### src/hdl/tim_pkg.sv
// constants and the divider mask function shared by the buffered pwm timer block
// Summary of operation
// - pair01_link joins channels 0/1 onto pin 0
// - pair23_link joins channels 2/3 onto pin 2
// - odd register write takes over next period
// - each overflow selects last written register set
// - mode and compare action encodings fixed
// - pair link overrides unbuffered mode select
// - no overflow toggle gives zero duty
// - max duty with no toggle gives full duty
// - overflow flag at wrap, gated interrupt
// - channel flag per event, gated interrupt
// - counts in wait, interrupt wakes cpu
// - register accesses ignored during wait
// - break halts the counter
// - break protects status unless clear enabled
// - armed clear survives break, completes later
// - prescaler select all ones picks external clock
// - external clock pin forced to input
// - each pin is capture or compare
// - channel flag read-then-write-zero clear
// - overflow flag read-then-write-zero clear
package tim_pkg;
	localparam int unsigned NUM_CH = 4;
	localparam int unsigned CNT_W  = 16;
	localparam int unsigned DIV_W  = 6;

	// counter, modulo and divider values
	localparam logic [CNT_W-1:0] COUNT_RESET  = 16'h0000;
	localparam logic [CNT_W-1:0] COUNT_ONE    = 16'h0001;
	localparam logic [CNT_W-1:0] MODULO_RESET = 16'hFFFF;
	localparam logic [DIV_W-1:0] DIV_RESET    = 6'h00;
	localparam logic [DIV_W-1:0] DIV_ONE      = 6'h01;

	// prescaler select codes
	localparam logic [2:0] PS_EXT_CLOCK = 3'h7;

	// compare action / capture edge codes
	localparam logic [1:0] ACT_OFF    = 2'h0;
	localparam logic [1:0] ACT_TOGGLE = 2'h1;
	localparam logic [1:0] ACT_CLEAR  = 2'h2;
	localparam logic [1:0] ACT_SET    = 2'h3;

	// pair bookkeeping
	localparam int unsigned NUM_PAIRS = 2;

	// divider mask for the internal prescaler taps
	function automatic logic [DIV_W-1:0] div_mask(input logic [2:0] ps);
		logic [DIV_W-1:0] m;
		m = DIV_RESET;
		case (ps)
			3'h0: m = 6'h00;
			3'h1: m = 6'h01;
			3'h2: m = 6'h03;
			3'h3: m = 6'h07;
			3'h4: m = 6'h0F;
			3'h5: m = 6'h1F;
			3'h6: m = 6'h3F;
			default: m = 6'h00;
		endcase
		return m;
	endfunction
endpackage

### src/hdl/timer_bus_if.sv
// shared timing and access signals between the timer modules
`timescale 1ns/1ps
`default_nettype none
interface timer_bus_if;
	logic tick;      // one counter step
	logic access_ok; // status clearing allowed

	modport presc (output tick);
	modport core  (input tick, output access_ok);
	modport flag  (input access_ok);
endinterface
`default_nettype wire

### src/hdl/tim_pwm_top.sv
// four channel timer with buffered pwm pairs, capture and flags
`timescale 1ns/1ps
`default_nettype none
module tim_pwm_top
	import tim_pkg::*;
(
	input  wire logic                        mclk_i,                 // 40 MHz clock
	input  wire logic                        rstn_i,                 // sync reset, low
	// counter control
	input  wire logic                        counter_stop_i,         // halt counting
	input  wire logic                        counter_reset_i,        // clear counter pulse
	input  wire logic [2:0]                  prescaler_select_i,     // clock source
	input  wire logic [CNT_W-1:0]            period_modulo_i,        // period value
	input  wire logic                        overflow_irq_enable_i,  // overflow irq gate
	input  wire logic                        ovf_status_read_i,      // timer status read
	input  wire logic                        ovf_clear_write_i,      // write zero to flag
	// channel control
	input  wire logic                        pair01_link_i,          // link 0 and 1
	input  wire logic                        pair23_link_i,          // link 2 and 3
	input  wire logic [NUM_CH-1:0]           unbuffered_mode_sel_i,  // compare mode
	input  wire logic [NUM_CH-1:0]           toggle_on_overflow_i,   // toggle at wrap
	input  wire logic [NUM_CH-1:0][1:0]      compare_action_sel_i,   // action / edge
	input  wire logic [NUM_CH-1:0]           max_duty_force_i,       // full duty
	input  wire logic [NUM_CH-1:0]           channel_irq_enable_i,   // channel irq gate
	input  wire logic [NUM_CH-1:0]           compare_write_i,        // value write pulse
	input  wire logic [NUM_CH-1:0][CNT_W-1:0] channel_compare_value_i, // write data
	input  wire logic [NUM_CH-1:0]           chan_status_read_i,     // channel status read
	input  wire logic [NUM_CH-1:0]           chan_clear_write_i,     // write zero to flag
	// system state
	input  wire logic                        wait_mode_i,            // cpu waiting
	input  wire logic                        break_i,                // break state
	input  wire logic                        break_clear_enable_i,   // clear allowed
	input  wire logic                        port_direction_bit_i,   // ext pin direction
	input  wire logic                        external_timer_clock_i, // external clock
	input  wire logic [NUM_CH-1:0]           channel_pin_i,          // channel pins in
	// outputs
	output logic [NUM_CH-1:0]                channel_pin_o,          // channel pins out
	output logic [NUM_CH-1:0]                channel_pin_oe_o,       // timer drives pin
	output logic                             ext_clock_pin_oe_o,     // ext pin drive
	output logic [CNT_W-1:0]                 counter_o,              // counter value
	output logic [NUM_CH-1:0][CNT_W-1:0]     channel_value_o,        // channel registers
	output logic [1:0]                       pair_active_odd_o,      // odd set active
	output logic                             overflow_flag_o,        // overflow flag
	output logic [NUM_CH-1:0]                channel_event_flag_o,   // channel flags
	output logic                             irq_o                   // request and wake
);
	// --------------------------------------------------------------
	// state
	// --------------------------------------------------------------
	typedef struct packed {
		logic [CNT_W-1:0]             count;
		logic [NUM_CH-1:0][CNT_W-1:0] value;
		logic [NUM_CH-1:0]            out;
		logic [NUM_CH-1:0]            oe;
		logic [NUM_CH-1:0]            pin_prev;
		logic [NUM_PAIRS-1:0]         active_odd;
		logic [NUM_PAIRS-1:0]         last_odd;
		logic                         ext_oe;
		logic                         irq;
	} top_t;

	top_t s;
	top_t next_s;

	timer_bus_if bus ();

	logic                 run;
	logic                 wrap;
	logic [NUM_CH-1:0]    wr;
	logic [NUM_CH-1:0]    rd;
	logic [NUM_CH-1:0]    clr;
	logic                 ovf_rd;
	logic                 ovf_clr;
	logic                 cnt_clear;
	logic [NUM_CH-1:0]    event_pulse;
	logic [NUM_CH-1:0]    flag;
	logic                 ovf_flag;
	logic [NUM_PAIRS-1:0] link;

	// --------------------------------------------------------------
	// decode helpers
	// --------------------------------------------------------------
	// even channel leading a linked pair
	function automatic logic is_master(input int unsigned ch,
			input logic [NUM_PAIRS-1:0] lk);
		return ((ch % 2) == 0) && lk[ch/2];
	endfunction

	// odd channel swallowed by a linked pair
	function automatic logic is_slave(input int unsigned ch,
			input logic [NUM_PAIRS-1:0] lk);
		return ((ch % 2) == 1) && lk[ch/2];
	endfunction

	// --------------------------------------------------------------
	// access gating and counter control
	// --------------------------------------------------------------
	// cpu strobes are dropped while waiting
	assign wr      = compare_write_i & {NUM_CH{~wait_mode_i}};
	assign rd      = chan_status_read_i & {NUM_CH{~wait_mode_i}};
	assign clr     = chan_clear_write_i & {NUM_CH{~wait_mode_i}};
	assign ovf_rd  = ovf_status_read_i & ~wait_mode_i;
	assign ovf_clr = ovf_clear_write_i & ~wait_mode_i;
	assign cnt_clear = counter_reset_i & ~wait_mode_i;

	// wait mode keeps counting, break halts it
	assign run = ~counter_stop_i & ~break_i;

	// protected break blocks status clearing
	assign bus.access_ok = ~break_i | break_clear_enable_i;

	// overflow when the counter steps off the modulo value
	assign wrap = bus.tick & run & ~cnt_clear
		& (s.count == period_modulo_i);

	// pair link bits
	assign link = {pair23_link_i, pair01_link_i};

	// --------------------------------------------------------------
	// submodules
	// --------------------------------------------------------------
	tim_prescaler u_presc (
		.mclk_i                 (mclk_i),
		.rstn_i                 (rstn_i),
		.bus                    (bus.presc),
		.run_i                  (run),
		.clear_i                (cnt_clear),
		.prescaler_select_i     (prescaler_select_i),
		.external_timer_clock_i (external_timer_clock_i)
	);

	tim_flag u_ovf_flag (
		.mclk_i  (mclk_i),
		.rstn_i  (rstn_i),
		.bus     (bus.flag),
		.set_i   (wrap),
		.read_i  (ovf_rd),
		.clear_i (ovf_clr),
		.flag_o  (ovf_flag)
	);

	// one sticky flag per channel
	generate
		for (genvar g = 0; g < NUM_CH; g++) begin : g_flag
			tim_flag u_chan_flag (
				.mclk_i  (mclk_i),
				.rstn_i  (rstn_i),
				.bus     (bus.flag),
				.set_i   (event_pulse[g]),
				.read_i  (rd[g]),
				.clear_i (clr[g]),
				.flag_o  (flag[g])
			);
		end
	endgenerate

	// --------------------------------------------------------------
	// channel, pair and counter next state
	// --------------------------------------------------------------
	always_comb begin
		logic              is_out;
		logic              active;
		logic              match;
		logic              capture;
		logic [1:0]        act;
		logic [CNT_W-1:0]  cmp;
		logic [NUM_PAIRS-1:0] last;
		next_s = s;
		event_pulse = '0;
		is_out = 1'b0;
		active = 1'b0;
		match = 1'b0;
		capture = 1'b0;
		act = ACT_OFF;
		cmp = COUNT_RESET;
		last = s.last_odd;

		// free running counter with modulo wrap
		if (cnt_clear) begin
			next_s.count = COUNT_RESET;
		end else if (wrap) begin
			next_s.count = COUNT_RESET;
		end else if (bus.tick && run) begin
			next_s.count = s.count + COUNT_ONE;
		end

		// register set selection for linked pairs
		for (int unsigned p = 0; p < NUM_PAIRS; p++) begin
			if (!link[p]) begin
				last[p] = 1'b0;
				next_s.active_odd[p] = 1'b0; // even set controls first
			end else begin
				if (wr[2*p]) begin
					last[p] = 1'b0;
				end
				if (wr[2*p+1]) begin
					last[p] = 1'b1;
				end
				if (wrap) begin
					next_s.active_odd[p] = last[p];
				end
			end
		end
		next_s.last_odd = last;

		// per channel compare, capture and pin logic
		for (int unsigned c = 0; c < NUM_CH; c++) begin
			act = compare_action_sel_i[c];
			next_s.pin_prev[c] = channel_pin_i[c];
			// link wins over the unbuffered select
			is_out = is_master(c, link) | unbuffered_mode_sel_i[c];
			active = ~is_slave(c, link) & (act != ACT_OFF);
			cmp = s.value[c];
			if (is_master(c, link) && s.active_odd[c/2]) begin
				cmp = s.value[c | 1];
			end
			match = active & is_out & bus.tick & run
				& (s.count == cmp);
			capture = 1'b0;
			if (active && !is_out) begin
				case (act)
					ACT_TOGGLE: capture = channel_pin_i[c] & ~s.pin_prev[c];
					ACT_CLEAR:  capture = ~channel_pin_i[c] & s.pin_prev[c];
					ACT_SET:    capture = channel_pin_i[c] ^ s.pin_prev[c];
					default:    capture = 1'b0;
				endcase
			end
			event_pulse[c] = match | capture;

			// channel register: capture beats a cpu write
			if (capture) begin
				next_s.value[c] = s.count;
			end else if (wr[c]) begin
				next_s.value[c] = channel_compare_value_i[c];
			end

			// output level
			next_s.oe[c] = active & is_out;
			if (is_slave(c, link)) begin
				next_s.out[c] = 1'b0;
			end else if (act == ACT_OFF) begin
				next_s.out[c] = ~unbuffered_mode_sel_i[c]; // initial level
			end else if (is_out) begin
				if (wrap && max_duty_force_i[c]) begin
					next_s.out[c] = (act == ACT_CLEAR);
				end else if (wrap && toggle_on_overflow_i[c]) begin
					next_s.out[c] = ~s.out[c];
				end else if (match && !max_duty_force_i[c]) begin
					case (act)
						ACT_TOGGLE: next_s.out[c] = ~s.out[c];
						ACT_CLEAR:  next_s.out[c] = 1'b0;
						ACT_SET:    next_s.out[c] = 1'b1;
						default:    next_s.out[c] = s.out[c];
					endcase
				end
			end
		end

		// external clock pin is input while selected
		next_s.ext_oe = port_direction_bit_i
			& (prescaler_select_i != PS_EXT_CLOCK);

		// one request line, also the wake source
		next_s.irq = (ovf_flag & overflow_irq_enable_i)
			| |(flag & channel_irq_enable_i);
	end

	// --------------------------------------------------------------
	// state register
	// --------------------------------------------------------------
	always_ff @(posedge mclk_i) begin
		if (!rstn_i) begin
			s <= '0;
		end else begin
			s <= next_s;
		end
	end

	// --------------------------------------------------------------
	// outputs
	// --------------------------------------------------------------
	// all straight from flip-flops
	assign channel_pin_o        = s.out;
	assign channel_pin_oe_o     = s.oe;
	assign ext_clock_pin_oe_o   = s.ext_oe;
	assign counter_o            = s.count;
	assign channel_value_o      = s.value;
	assign pair_active_odd_o    = s.active_odd;
	assign overflow_flag_o      = ovf_flag;
	assign channel_event_flag_o = flag;
	assign irq_o                = s.irq;
endmodule
`default_nettype wire

### src/hdl/tim_prescaler.sv
// counter clock prescaler with external clock selection
`timescale 1ns/1ps
`default_nettype none
module tim_prescaler
	import tim_pkg::*;
(
	input  wire logic       mclk_i,              // system clock
	input  wire logic       rstn_i,              // sync reset, low
	timer_bus_if.presc      bus,                 // tick out
	input  wire logic       run_i,               // counting allowed
	input  wire logic       clear_i,             // prescaler reset
	input  wire logic [2:0] prescaler_select_i,  // source select
	input  wire logic       external_timer_clock_i // external clock pin
);
	typedef struct packed {
		logic [DIV_W-1:0] div;
		logic             ext_prev;
		logic             tick;
	} presc_t;

	presc_t s;
	presc_t next_s;

	// divider taps or external rising edge
	always_comb begin
		next_s = s;
		next_s.ext_prev = external_timer_clock_i;
		next_s.tick = 1'b0;
		if (clear_i) begin
			next_s.div = DIV_RESET;
		end else if (run_i) begin
			if (prescaler_select_i == PS_EXT_CLOCK) begin
				next_s.tick = external_timer_clock_i & ~s.ext_prev;
			end else begin
				next_s.tick = (s.div & div_mask(prescaler_select_i))
					== div_mask(prescaler_select_i);
				next_s.div = s.div + DIV_ONE;
			end
		end
	end

	// state register
	always_ff @(posedge mclk_i) begin
		if (!rstn_i) begin
			s <= '0;
		end else begin
			s <= next_s;
		end
	end

	assign bus.tick = s.tick;
endmodule
`default_nettype wire

### src/hdl/tim_flag.sv
// sticky event flag with two-step read then write-zero clearing
`timescale 1ns/1ps
`default_nettype none
module tim_flag (
	input  wire logic mclk_i,  // system clock
	input  wire logic rstn_i,  // sync reset, low
	timer_bus_if.flag bus,     // access gating
	input  wire logic set_i,   // event pulse
	input  wire logic read_i,  // status register read
	input  wire logic clear_i, // write of zero to the flag
	output logic      flag_o   // flag state
);
	typedef struct packed {
		logic flag;
		logic armed;
	} flag_t;

	flag_t s;
	flag_t next_s;

	// set wins over clear; arming survives protected break
	always_comb begin
		next_s = s;
		if (set_i) begin
			next_s.flag = 1'b1;
			next_s.armed = 1'b0;
		end else if (bus.access_ok) begin
			if (clear_i && s.armed) begin
				next_s.flag = 1'b0;
				next_s.armed = 1'b0;
			end else if (read_i && s.flag) begin
				next_s.armed = 1'b1;
			end
		end
	end

	// state register
	always_ff @(posedge mclk_i) begin
		if (!rstn_i) begin
			s <= '0;
		end else begin
			s <= next_s;
		end
	end

	assign flag_o = s.flag;
endmodule
`default_nettype wire

### config.mk
export PLATFORM = sky130hd
export DESIGN_NAME = tim_pwm_top
export DESIGN_NICKNAME = d
export VERILOG_FILES = /design/src/hdl/tim_pkg.sv /design/src/hdl/timer_bus_if.sv /design/src/hdl/tim_pwm_top.sv /design/src/hdl/tim_prescaler.sv /design/src/hdl/tim_flag.sv
export SDC_FILE = /design/constraint.sdc
export NUM_CORES = 1
export LEC_CHECK = 0
export ABC_CLOCK_PERIOD_IN_PS = 2900
export BUFFER_PORTS_ARGS = -buffer_cell sky130_fd_sc_hd__buf_2
export CELL_PAD_IN_SITES_DETAIL_PLACEMENT = 1
export CELL_PAD_IN_SITES_GLOBAL_PLACEMENT = 2
export CORE_ASPECT_RATIO = 1.2
export CORE_MARGIN = 2
export CORE_UTILIZATION = 30
export DETAILED_ROUTE_END_ITERATION = 12
export HOLD_SLACK_MARGIN = 0.12
export PLACE_DENSITY_LB_ADDON = 0.1
export SLEW_MARGIN = 20
export SYNTH_ARGS = -nofsm -noshare
export SYNTH_HDL_FRONTEND = slang
export SYNTH_HIERARCHICAL = 1
export SYNTH_SLANG_ARGS = --single-unit
### constraint.sdc
create_clock -name mclk_i -period 2.9 [get_ports mclk_i]
set_input_delay 0.145 -clock mclk_i [delete_from_list [all_inputs] [get_ports mclk_i]]
set_output_delay 0.145 -clock mclk_i [all_outputs]
set_load 0.01 [all_outputs]
After elaboration in Yosys (flattened, before gate mapping)
Index checks and enable logic that the tools add are counted.
{"block": "word_totals", "reg_bits": 116, "inputBits": 137, "out_inout_bits": 97, "word_cells": 317}
{"block": "classes", "n_addsub": 2, "eq_ne": 26, "muxes": 76, "bitwise": 79, "reduce_logical": 104}
{"cell": "2-to-1 mux 16 bit", "n": 10}
{"cell": "== test 16 bit", "n": 5}
{"cell": "nonzero test 2 bit", "n": 27}
{"cell": "2-to-1 mux 1 bit", "n": 44}
{"cell": "bitwise AND 1 bit", "n": 36}
{"cell": "case mux 6 bit (6 select lines)", "n": 1}
{"cell": "logical AND 1 bit", "n": 29}
{"cell": "inverter 1 bit", "n": 26}
{"cell": "AND reduction 2 bit", "n": 13}
{"cell": "case mux 1 bit (3 select lines)", "n": 8}
{"cell": "nonzero test 6 bit", "n": 4}
{"cell": "2-to-1 mux 2 bit", "n": 10}
{"cell": "2-to-1 mux 6 bit", "n": 3}
{"cell": "adder 16 x 1 -> 16 bit, second input constant", "n": 1}
{"cell": "bitwise AND 4 bit", "n": 4}
{"cell": "== test 2 bit, second input constant", "n": 8}
{"cell": "nonzero test 4 bit", "n": 4}
{"cell": "OR reduction 2 bit", "n": 8}
{"cell": "== test 3 bit, second input constant", "n": 4}
{"cell": "AND reduction 3 bit", "n": 4}
{"cell": "== test 2 x 1 -> 1 bit, second input constant", "n": 4}
{"cell": "zero test 1 bit", "n": 8}
{"cell": "zero test 2 bit", "n": 4}
{"cell": "OR 1 bit", "n": 8}
{"cell": "other kinds (9)", "n": 14}

Longest topological paths before layout
Gate-level depths: netlist of the first run.
{"block": "logic_depth", "ltp_word": 12, "depth_mapped": 12, "mapped_depth_nobuf": 10}

Modules after synthesis
The synthesis of the first run kept the hierarchy.
{"module": "tim_pwm_top", "n_inst": 1, "cells_each": 860, "area_per_inst_um2": 6970.4, "seq_area_each_um2": 1961.9}
{"module": "tim_flag", "n_inst": 5, "cells_each": 9, "area_per_inst_um2": 92.6, "seq_area_each_um2": 40.0}
{"module": "tim_prescaler", "n_inst": 1, "cells_each": 45, "area_per_inst_um2": 420.4, "seq_area_each_um2": 160.2}

Least setup slack after synthesis of the first run
Ideal clock, no wire load.
{"block": "synth_timing", "path_type": "register -> register", "from": "register s, in the netlist counter_o[9]", "to": "register s, in the netlist channel_pin_o[0]", "setup_time_ps": 135, "t_arrival_ps": 1901, "required_ps": 2765, "setup_slack_ps": 865, "path_stages_with_launch": 8, "n_path_buf": 0, "synth_period_minus_slack_ps": 2035, "path_cell_list": "dfxtp_1 xnor2_2 o221ai_2 or4_4 a2111oi_4 nand4_1 o2111ai_1 a211oi_2"}
{"block": "synth_via", "elab_chain_cells": 7, "elab_cells_between_ends": 14, "classes_between": "2 x eq/ne; 4 x mux; 2 x bitwise; 6 x reduce/logical"}
{"element": "from (decl)", "line": "tim_pwm_top.sv:62", "text": "top_t s;"}
{"element": "from (signal assigned)", "line": "tim_pwm_top.sv:275", "text": "s <= next_s;"}
{"element": "== test 16 bit", "line": "tim_pwm_top.sv:114", "text": "& (s.count == period_modulo_i);"}
{"element": "bitwise AND 1 bit", "line": "tim_pwm_top.sv:114"}
{"element": "logical AND 1 bit", "line": "tim_pwm_top.sv:246", "text": "end else if (wrap && toggle_on_overflow_i[c]) begin"}
{"element": "2-to-1 mux 1 bit", "line": "tim_pwm_top.sv:246"}
{"element": "2-to-1 mux 1 bit", "line": "tim_pwm_top.sv:244", "text": "if (wrap && max_duty_force_i[c]) begin"}
{"element": "2-to-1 mux 1 bit", "line": "tim_pwm_top.sv:243", "text": "end else if (is_out) begin"}
{"element": "2-to-1 mux 1 bit", "line": "tim_pwm_top.sv:241", "text": "end else if (act == ACT_OFF) begin"}
Several ways; a longest one is shown, not always the timed one. The select of a mux whose other input is x is not followed.
A chain may end at the register's enable or synchronous reset.

Final worst setup path of the first run
{"block": "layout_timing", "from": "register s, in the netlist counter_o[10]", "to": "register s, in the netlist channel_pin_o[3]"}
The elaborated chain is that of the path after synthesis.

==> results of run 1 <==
==> critical path, stage by stage (launching register included) <==
cell      delay, ps
dfxtp_1         740
inv_1           220
a222oi_1        410
nand4_1         190
o41ai_1         430
a21o_1          150
and4_1          200
nor4_2           50
==> sequential cells by signal (all words and copies together) (netlist names) <==
name                       cells
u_presc/s                      7
u_ovf_flag/flag_o              1
pair_active_odd_o              2
channel_pin_o                  4
counter_o                     16
channel_pin_oe_o               4
ext_clock_pin_oe_o             1
irq_o                          1
g_flag.u_chan_flag/flag_o      4
s                              6
channel_value_o               64
u_ovf_flag/s                   1
u_presc/bus.tick               1
g_flag.u_chan_flag/s           4
==> per-stage QoR <==
| step | utilization, % | cell area [µm²] | setup WS (ps) |
|---|---|---|---|
| detailed placement | 34.2 | 8760 | 395 |
| CTS | 39.4 | 10100 | 370 |
| global route | 39.4 | 10100 | 116 |
| global placement | 34.2 | 8760 | 449 |
| finish | 39.4 | 10100 | 365 |
| floorplan | - | 7850 | 865 |
==> worst paths after layout <==
kind	to	start	slack (ps)	depth (start not counted)
hold reg to reg	g_flag[3].u_chan_flag/flag_o	g_flag[3].u_chan_flag/s[0]	480	1
setup / recovery	channel_pin_o[3]	counter_o[10]	370	7
hold / removal	channel_value_o[20]	channel_compare_value_i[20]	130	3
setup reg to reg	channel_pin_o[3]	counter_o[10]	370	7
==> cells in the final DEF (no fill, tap or decap), drive strengths merged, types with 17 or more instances in the layout <==
cell         Yosys  layout
a211oi          72      72
a21oi           32      32
buf            120     271
clkbuf          30      22
dfxtp          116     116
dlygate4sd3      0      76
inv             50      50
mux2i           67      67
nand2           35      35
nor2           126     126
nor2b           26      26
nor3            17      17
o21ai           21      21
xnor2           26      26
xor2            47      47
==> final cells by class <==
type                    instances  area (µm²)
clock buffers                  22         464
clock inverters                 9         105
fillers                      3124       15500
inverters                      51         193
multi-input cells             633        4380
flip-flops and latches        116        2320
well taps                     330         413
repair buffers                347        2210
==> routing by layer <==
| metal | up-vias | wire (µm) | global-route usage (%) |
|---|---|---|---|
| li1 | 3676 | - | - |
| met1 | 3694 | 14400 | 30.3 |
| met2 | 210 | 15000 | 38.0 |
| met3 | 40 | 1460 | 3.79 |
| met4 | 0 | 870 | 7.74 |
| met5 | - | 0 | 0 |
==> power by group <==
group          switching (W)  internal (W)  total (W)
sequential         0.0000970       0.00168    0.00177
combinational       0.000427      0.000390   0.000817
clock               0.000808       0.00130    0.00211
==> kinds of logic (layout without fill, tap and decap cells) <==
| kind of cell | Yosys count | after routing | share of synthesized area (%) |
|---|---|---|---|
| multiplexers | 67 | 67 | 8.54 |
| adder cells (fa/ha/maj) | 10 | 10 | 1.59 |
| flip-flops | 116 | 116 | 29.6 |
| AND/OR/NAND/NOR | 296 | 296 | 19.7 |
| XOR/XNOR | 73 | 73 | 8.24 |
| AO/OA/AOI/OAI | 187 | 187 | 17.7 |
| buffers and inverters | 201 | 429 | 14.8 |
==> flow_summary.rst, run 1 <==
.. list-table::
   :header-rows: 1

   * - Metric
     - Value
   * - Number of detailed-route iterations in the first pass
     - 4
   * - Number of violations of the max-capacitance limit
     - 0
   * - Clk sink count
     - 116
   * - Final number of hold-violating endpoints
     - 0
   * - Count of unique library cells instantiated by Yosys
     - 71
   * - Hold_ws
     - approximately 130 ps
   * - Netlist area before placement
     - 7850 µm²
   * - Post-detailed-placement half-perimeter wirelength
     - between 20000 and 25000 µm
   * - Maximum number of pins on one net before global-route repair
     - 77
   * - Post-DRT Antenna Nets
     - 0
   * - Placement Rows
     - 64
   * - Class of the most critical setup path
     - register to register
   * - Number of standard cells in the layout, taps in and fillers out
     - 1508
   * - Number of enable flip-flop cells after synthesis
     - 0
   * - Peak clock frequency supported by timing
     - 0.395 GHz
   * - Total routed wirelength
     - roughly 32000 µm
   * - Congestion Overflow GR
     - 0
   * - Buffer levels on the longest clock path
     - 2
   * - Area fraction of the dominant cell type after synthesis
     - 29.6%
   * - Hold-fix buffers at CTS
     - 76
   * - Max-slew violations
     - 0
   * - Final period util
     - between 80% and 90%
   * - Port bufs
     - 233
   * - Average via count per standard cell
     - 5.05
   * - Initial Util
     - 30.6%
   * - Arrival time of data at the critical path endpoint
     - approximately 2800 ps
   * - Core area
     - 25600 µm²
   * - Number of H-tree levels
     - 4
   * - Sequential fraction of the synthesis area
     - 29.6%
   * - Final min period
     - 2530 ps
   * - Async S/R FF share, synth
     - 0%
   * - Maximum fanout encountered on the critical timing path
     - 13
   * - Number of cells in the design after placement
     - 1401
   * - Remaining routing DRC violations
     - 0
   * - Post-synthesis cell count
     - 950
   * - Die X
     - 152 µm
   * - Top-Level Pins
     - 234
   * - TNS Setup
     - 0 ps
   * - Power consumption
     - 0.00470 W
   * - RSZ-0062 raised after global routing
     - no
   * - Top FF cell, synth
     - dfxtp_1
   * - Vias in the first global route
     - between 7000 and 8000
   * - Count of buffers added by post-CTS timing repair for setup
     - 0
   * - CTS Buf Count
     - 17
   * - Largest area contributor in the synthesized netlist
     - dfxtp_1
   * - Fraction of layout cells with a size suffix above 1
     - between 20% and 30%
   * - IR Drop Worst-Case VDD
     - 0.000374 V
   * - Maximum clock skew at final layout
     - between 9 and 10 ps
   * - DIE AREA
     - around 27000 µm²
   * - Clk Latency, worst-skew pair
     - around 420 ps
   * - Die outline height
     - 181 µm
   * - Top cells by count, synth
     - nor2_1, dfxtp_1, buf_4
   * - DR iter-0 viols
     - around 310
   * - Clock transition at the registers of the reported paths
     - 60 ps
   * - Largest cells by area after synthesis
     - dfxtp_1, buf_4, mux2i_1, a211oi_1, nor2_1
   * - Most frequent cell after synthesis
     - nor2_1
   * - First-pass GRT wire length
     - ~47000 µm
   * - Path type of the worst min-delay path
     - primary input to register
   * - Count of instances resized after the clock tree is built
     - 0
   * - Antenna violations before repair
     - 0
   * - CTS tree
     - yes
   * - Post-synthesis area per instance
     - 8.27 µm²
   * - Last weighted congestion value of the routability-driven placer
     - ~0.85
   * - Endpoint class of the critical path
     - register
   * - Critical Path Start Type
     - register
   * - Number of nets produced by synthesis
     - 1097
   * - Average wire length per cell after detail routing
     - ~21 µm
   * - Headroom to the max-slew limit
     - 36.5%
   * - GR Util All Layers
     - around 23%
   * - Number of synthesized register bits
     - 116
   * - Yosys warnings
     - 6
   * - Total power density per cell area
     - about 470 nW/µm²
   * - Relative area change from synthesis to final layout
     - 28.5%
   * - Transition time of the tightest slew-check pin
     - ~950 ps
   * - Final setup violation count
     - 0
   * - CTS root buffer
     - clkbuf_16
   * - Crit path required time
     - 3170 ps
   * - Vias after detailed routing
     - 7620
   * - Pleak
     - 4.63 nW
   * - Final Net Count
     - 1313
   * - Result of the run
     - complete, no violations
   * - Number of diodes
     - 0
No activity file was read; power rests on OpenSTA's default activity.
==> run 2, diff against run 1 <==
--- a/config.mk
+++ b/config.mk
@@ -15,6 +15,7 @@
 export DETAILED_ROUTE_END_ITERATION = 12
 export HOLD_SLACK_MARGIN = 0.12
 export PLACE_DENSITY_LB_ADDON = 0.1
+export REMOVE_ABC_BUFFERS = 1
 export SLEW_MARGIN = 20
 export SYNTH_ARGS = -nofsm -noshare
 export SYNTH_HDL_FRONTEND = slang
==> flow_summary.rst, run 2 (same netlist as run 1, synthesis figures left out) <==
.. list-table::
   :header-rows: 1

   * - Metric
     - Value
   * - Result of the run
     - complete, no violations (unchanged)
   * - GR Util met3
     - 3.33% (was 3.79%)
   * - DR iter-0 viols
     - 274 (was 314)
   * - Critical Path Start Type
     - register (unchanged)
   * - Vias after detailed routing
     - 7501 (was 7620)
   * - Path type of the worst min-delay path
     - primary input to register (unchanged)
   * - Final min period
     - 2680 ps (was 2530 ps)
   * - Last weighted congestion value of the routability-driven placer
     - 0.847 (was 0.854)
   * - Relative area change from synthesis to final layout
     - 29.5% (was 28.5%)
   * - Power consumption
     - 0.00485 W (was 0.00470 W)
   * - Count of instances resized after the clock tree is built
     - 0 (unchanged)
   * - Final setup violation count
     - 0 (unchanged)
   * - CTS Buf Count
     - 17 (unchanged)
   * - Final number of hold-violating endpoints
     - 0 (unchanged)
   * - Port bufs
     - 233 (unchanged)
   * - RSZ-0062 raised after global routing
     - no (unchanged)
   * - Post-detailed-placement half-perimeter wirelength
     - 23000 µm (was 24700 µm)
   * - Class of the most critical setup path
     - register to register (unchanged)
   * - Arrival time of data at the critical path endpoint
     - 3020 ps (was 2810 ps)
   * - Die X
     - 152 µm (unchanged)
   * - Final Net Count
     - 1312 (was 1313)
   * - Initial Util
     - 30.6% (unchanged)
   * - GR Util All Layers
     - 22.1% (was 23.0%)
   * - Fraction of layout cells with a size suffix above 1
     - 27.9% (was 28.1%)
   * - Post-DRT Antenna Nets
     - 0 (unchanged)
   * - Core area
     - 25600 µm² (unchanged)
   * - Clock transition at the registers of the reported paths
     - 60 ps (about the same)
   * - Number of H-tree levels
     - 4 (unchanged)
   * - Average wire length per cell after detail routing
     - 20.0 µm (was 21.0 µm)
   * - Pleak
     - 4.64 nW (was 4.63 nW)
   * - Number of detailed-route iterations in the first pass
     - 5 (was 4)
   * - Top-Level Pins
     - 234 (unchanged)
   * - Total power density per cell area
     - 477 nW/µm² (was 466 nW/µm²)
   * - Crit path required time
     - 3240 ps (was 3170 ps)
   * - Global-route layer with the greatest usage
     - met2 (unchanged)
   * - First-pass GRT wire length
     - 46300 µm (was 47400 µm)
   * - Maximum fanout encountered on the critical timing path
     - 10 (was 13)
   * - Met2 layer usage reported by global route
     - 40.5% (was 38.0%)
   * - Clk Latency, worst-skew pair
     - 430 ps (was 420 ps)
   * - IR Drop Worst-Case VDD
     - 0.000310 V (was 0.000374 V)
   * - Maximum number of pins on one net before global-route repair
     - 39 (was 77)
   * - Placement Rows
     - 64 (unchanged)
   * - Number of violations of the max-capacitance limit
     - 0 (unchanged)
   * - Total routed wirelength
     - 30200 µm (was 31700 µm)
   * - Hold_ws
     - 127 ps (was 133 ps)
   * - Headroom to the max-slew limit
     - 47.0% (was 36.5%)
   * - Transition time of the tightest slew-check pin
     - 796 ps (was 953 ps)
   * - Clk sink count
     - 116 (unchanged)
   * - Commonest non-fill, non-tap cell in the layout
     - buf_2 (unchanged)
   * - Area occupied by registers
     - 2320 µm² (unchanged)
   * - Final period util
     - 92.4% (was 87.4%)
   * - Fill cell instance count of the final layout
     - 3095 (was 3124)
   * - Antenna violations before repair
     - 1 (was 0)
   * - Area of the multi-input gates
     - 4380 µm² (unchanged)
   * - Die outline height
     - 181 µm (unchanged)
   * - TNS Setup
     - 0 ps (unchanged)
   * - Average via count per standard cell
     - 4.97 (was 5.05)
   * - Top library cells by usage in the layout, fill and taps aside
     - buf_2, nor2_1, dfxtp_1 (unchanged)
   * - CTS root buffer
     - clkbuf_16 (unchanged)
   * - Peak clock frequency supported by timing
     - 0.373 GHz (was 0.395 GHz)
   * - Number of flip-flops under the largest register name
     - 64 (unchanged)
   * - Count of buffers added by post-CTS timing repair for setup
     - 0 (unchanged)
   * - Congestion Overflow GR
     - 0 (unchanged)
   * - Max-slew violations
     - 0 (unchanged)
   * - CTS tree
     - yes (unchanged)
   * - Maximum clock skew at final layout
     - 11.9 ps (was 9.30 ps)
   * - Global Route met1 Usage
     - 26.5% (was 30.3%)
   * - Endpoint class of the critical path
     - register (unchanged)
   * - Vias in the first global route
     - 7948 (was 7872)
   * - DIE AREA
     - 27500 µm² (unchanged)
   * - Minimum setup slack among reg-to-reg paths
     - 220 ps (was 370 ps)
   * - Remaining routing DRC violations
     - 0 (unchanged)
   * - Buffer levels on the longest clock path
     - 2 (unchanged)
run 2: cell count changes in the layout (fill, tap and decap cells not counted), sizes merged:
| cell | delta |
|---|---|
| clkbuf | -3 |
| diode | +1 |
| buf | -6 |
| bufinv | +1 |
| dlygate4sd3 | +5 |
| inv | +3 |
run 2: timing repair:
item / CTS / global route
setup endpoints to repair: 0 / 0
hold buffers: 81 / 0
hold endpoints to repair: 80 / 0
run 2: final cells by class:
cell class,count,area share [%]
Inverter,51,1.89
Multi-Input combinational cell,633,43.1
Clock inverter,13,1.70
Clock buffer,19,4.45
Timing Repair Buffer,346,21.9
Tap cell,330,4.06
Antenna cell,1,0.0246
Sequential cell,116,22.8
run 2: report_power, final:
part           internal (W)  switching (W)
Sequential          0.00168      0.0000930
Combinational      0.000391       0.000417
Clock               0.00141       0.000868
Total               0.00348        0.00138
run 2: metal layers:
| metal | vias up | wire [µm] |
|---|---|---|
| li1 | 3677 | - |
| met1 | 3636 | 12700 |
| met2 | 165 | 15900 |
| met3 | 23 | 1090 |
| met4 | 0 | 485 |
| met5 | - | 0 |
run 2: stage by stage:
step                      cells  area [µm²]  util, %  setup slack (ps)
after floorplan             800        6890        -               557
after global placement     1395        8730     34.1               300
after detailed placement   1395        8730     34.1               270
after CTS                  1508       10200     39.7               222
after global routing       1509       10200     39.7              17.9
final                      1509       10200     39.7               220
run 2: worst paths after layout:
check / startpoint / cells past startpoint / to
max: counter_o[0] / 9 / g_flag[2].u_chan_flag/flag_o
min: channel_compare_value_i[39] / 3 / channel_value_o[39]
max reg2reg: counter_o[0] / 9 / g_flag[2].u_chan_flag/flag_o
min reg2reg: g_flag[2].u_chan_flag/s[0] / 1 / g_flag[2].u_chan_flag/flag_o
run 2: worst max-delay path: stages (launching register included):
cell	delay, ps
dfxtp_1	660
xor2_1	130
nor4_1	470
o211ai_1	330
o32ai_1	270
and4_1	350
inv_1	60
nand2_1	90
o21ai_0	80
a41oi_1	160
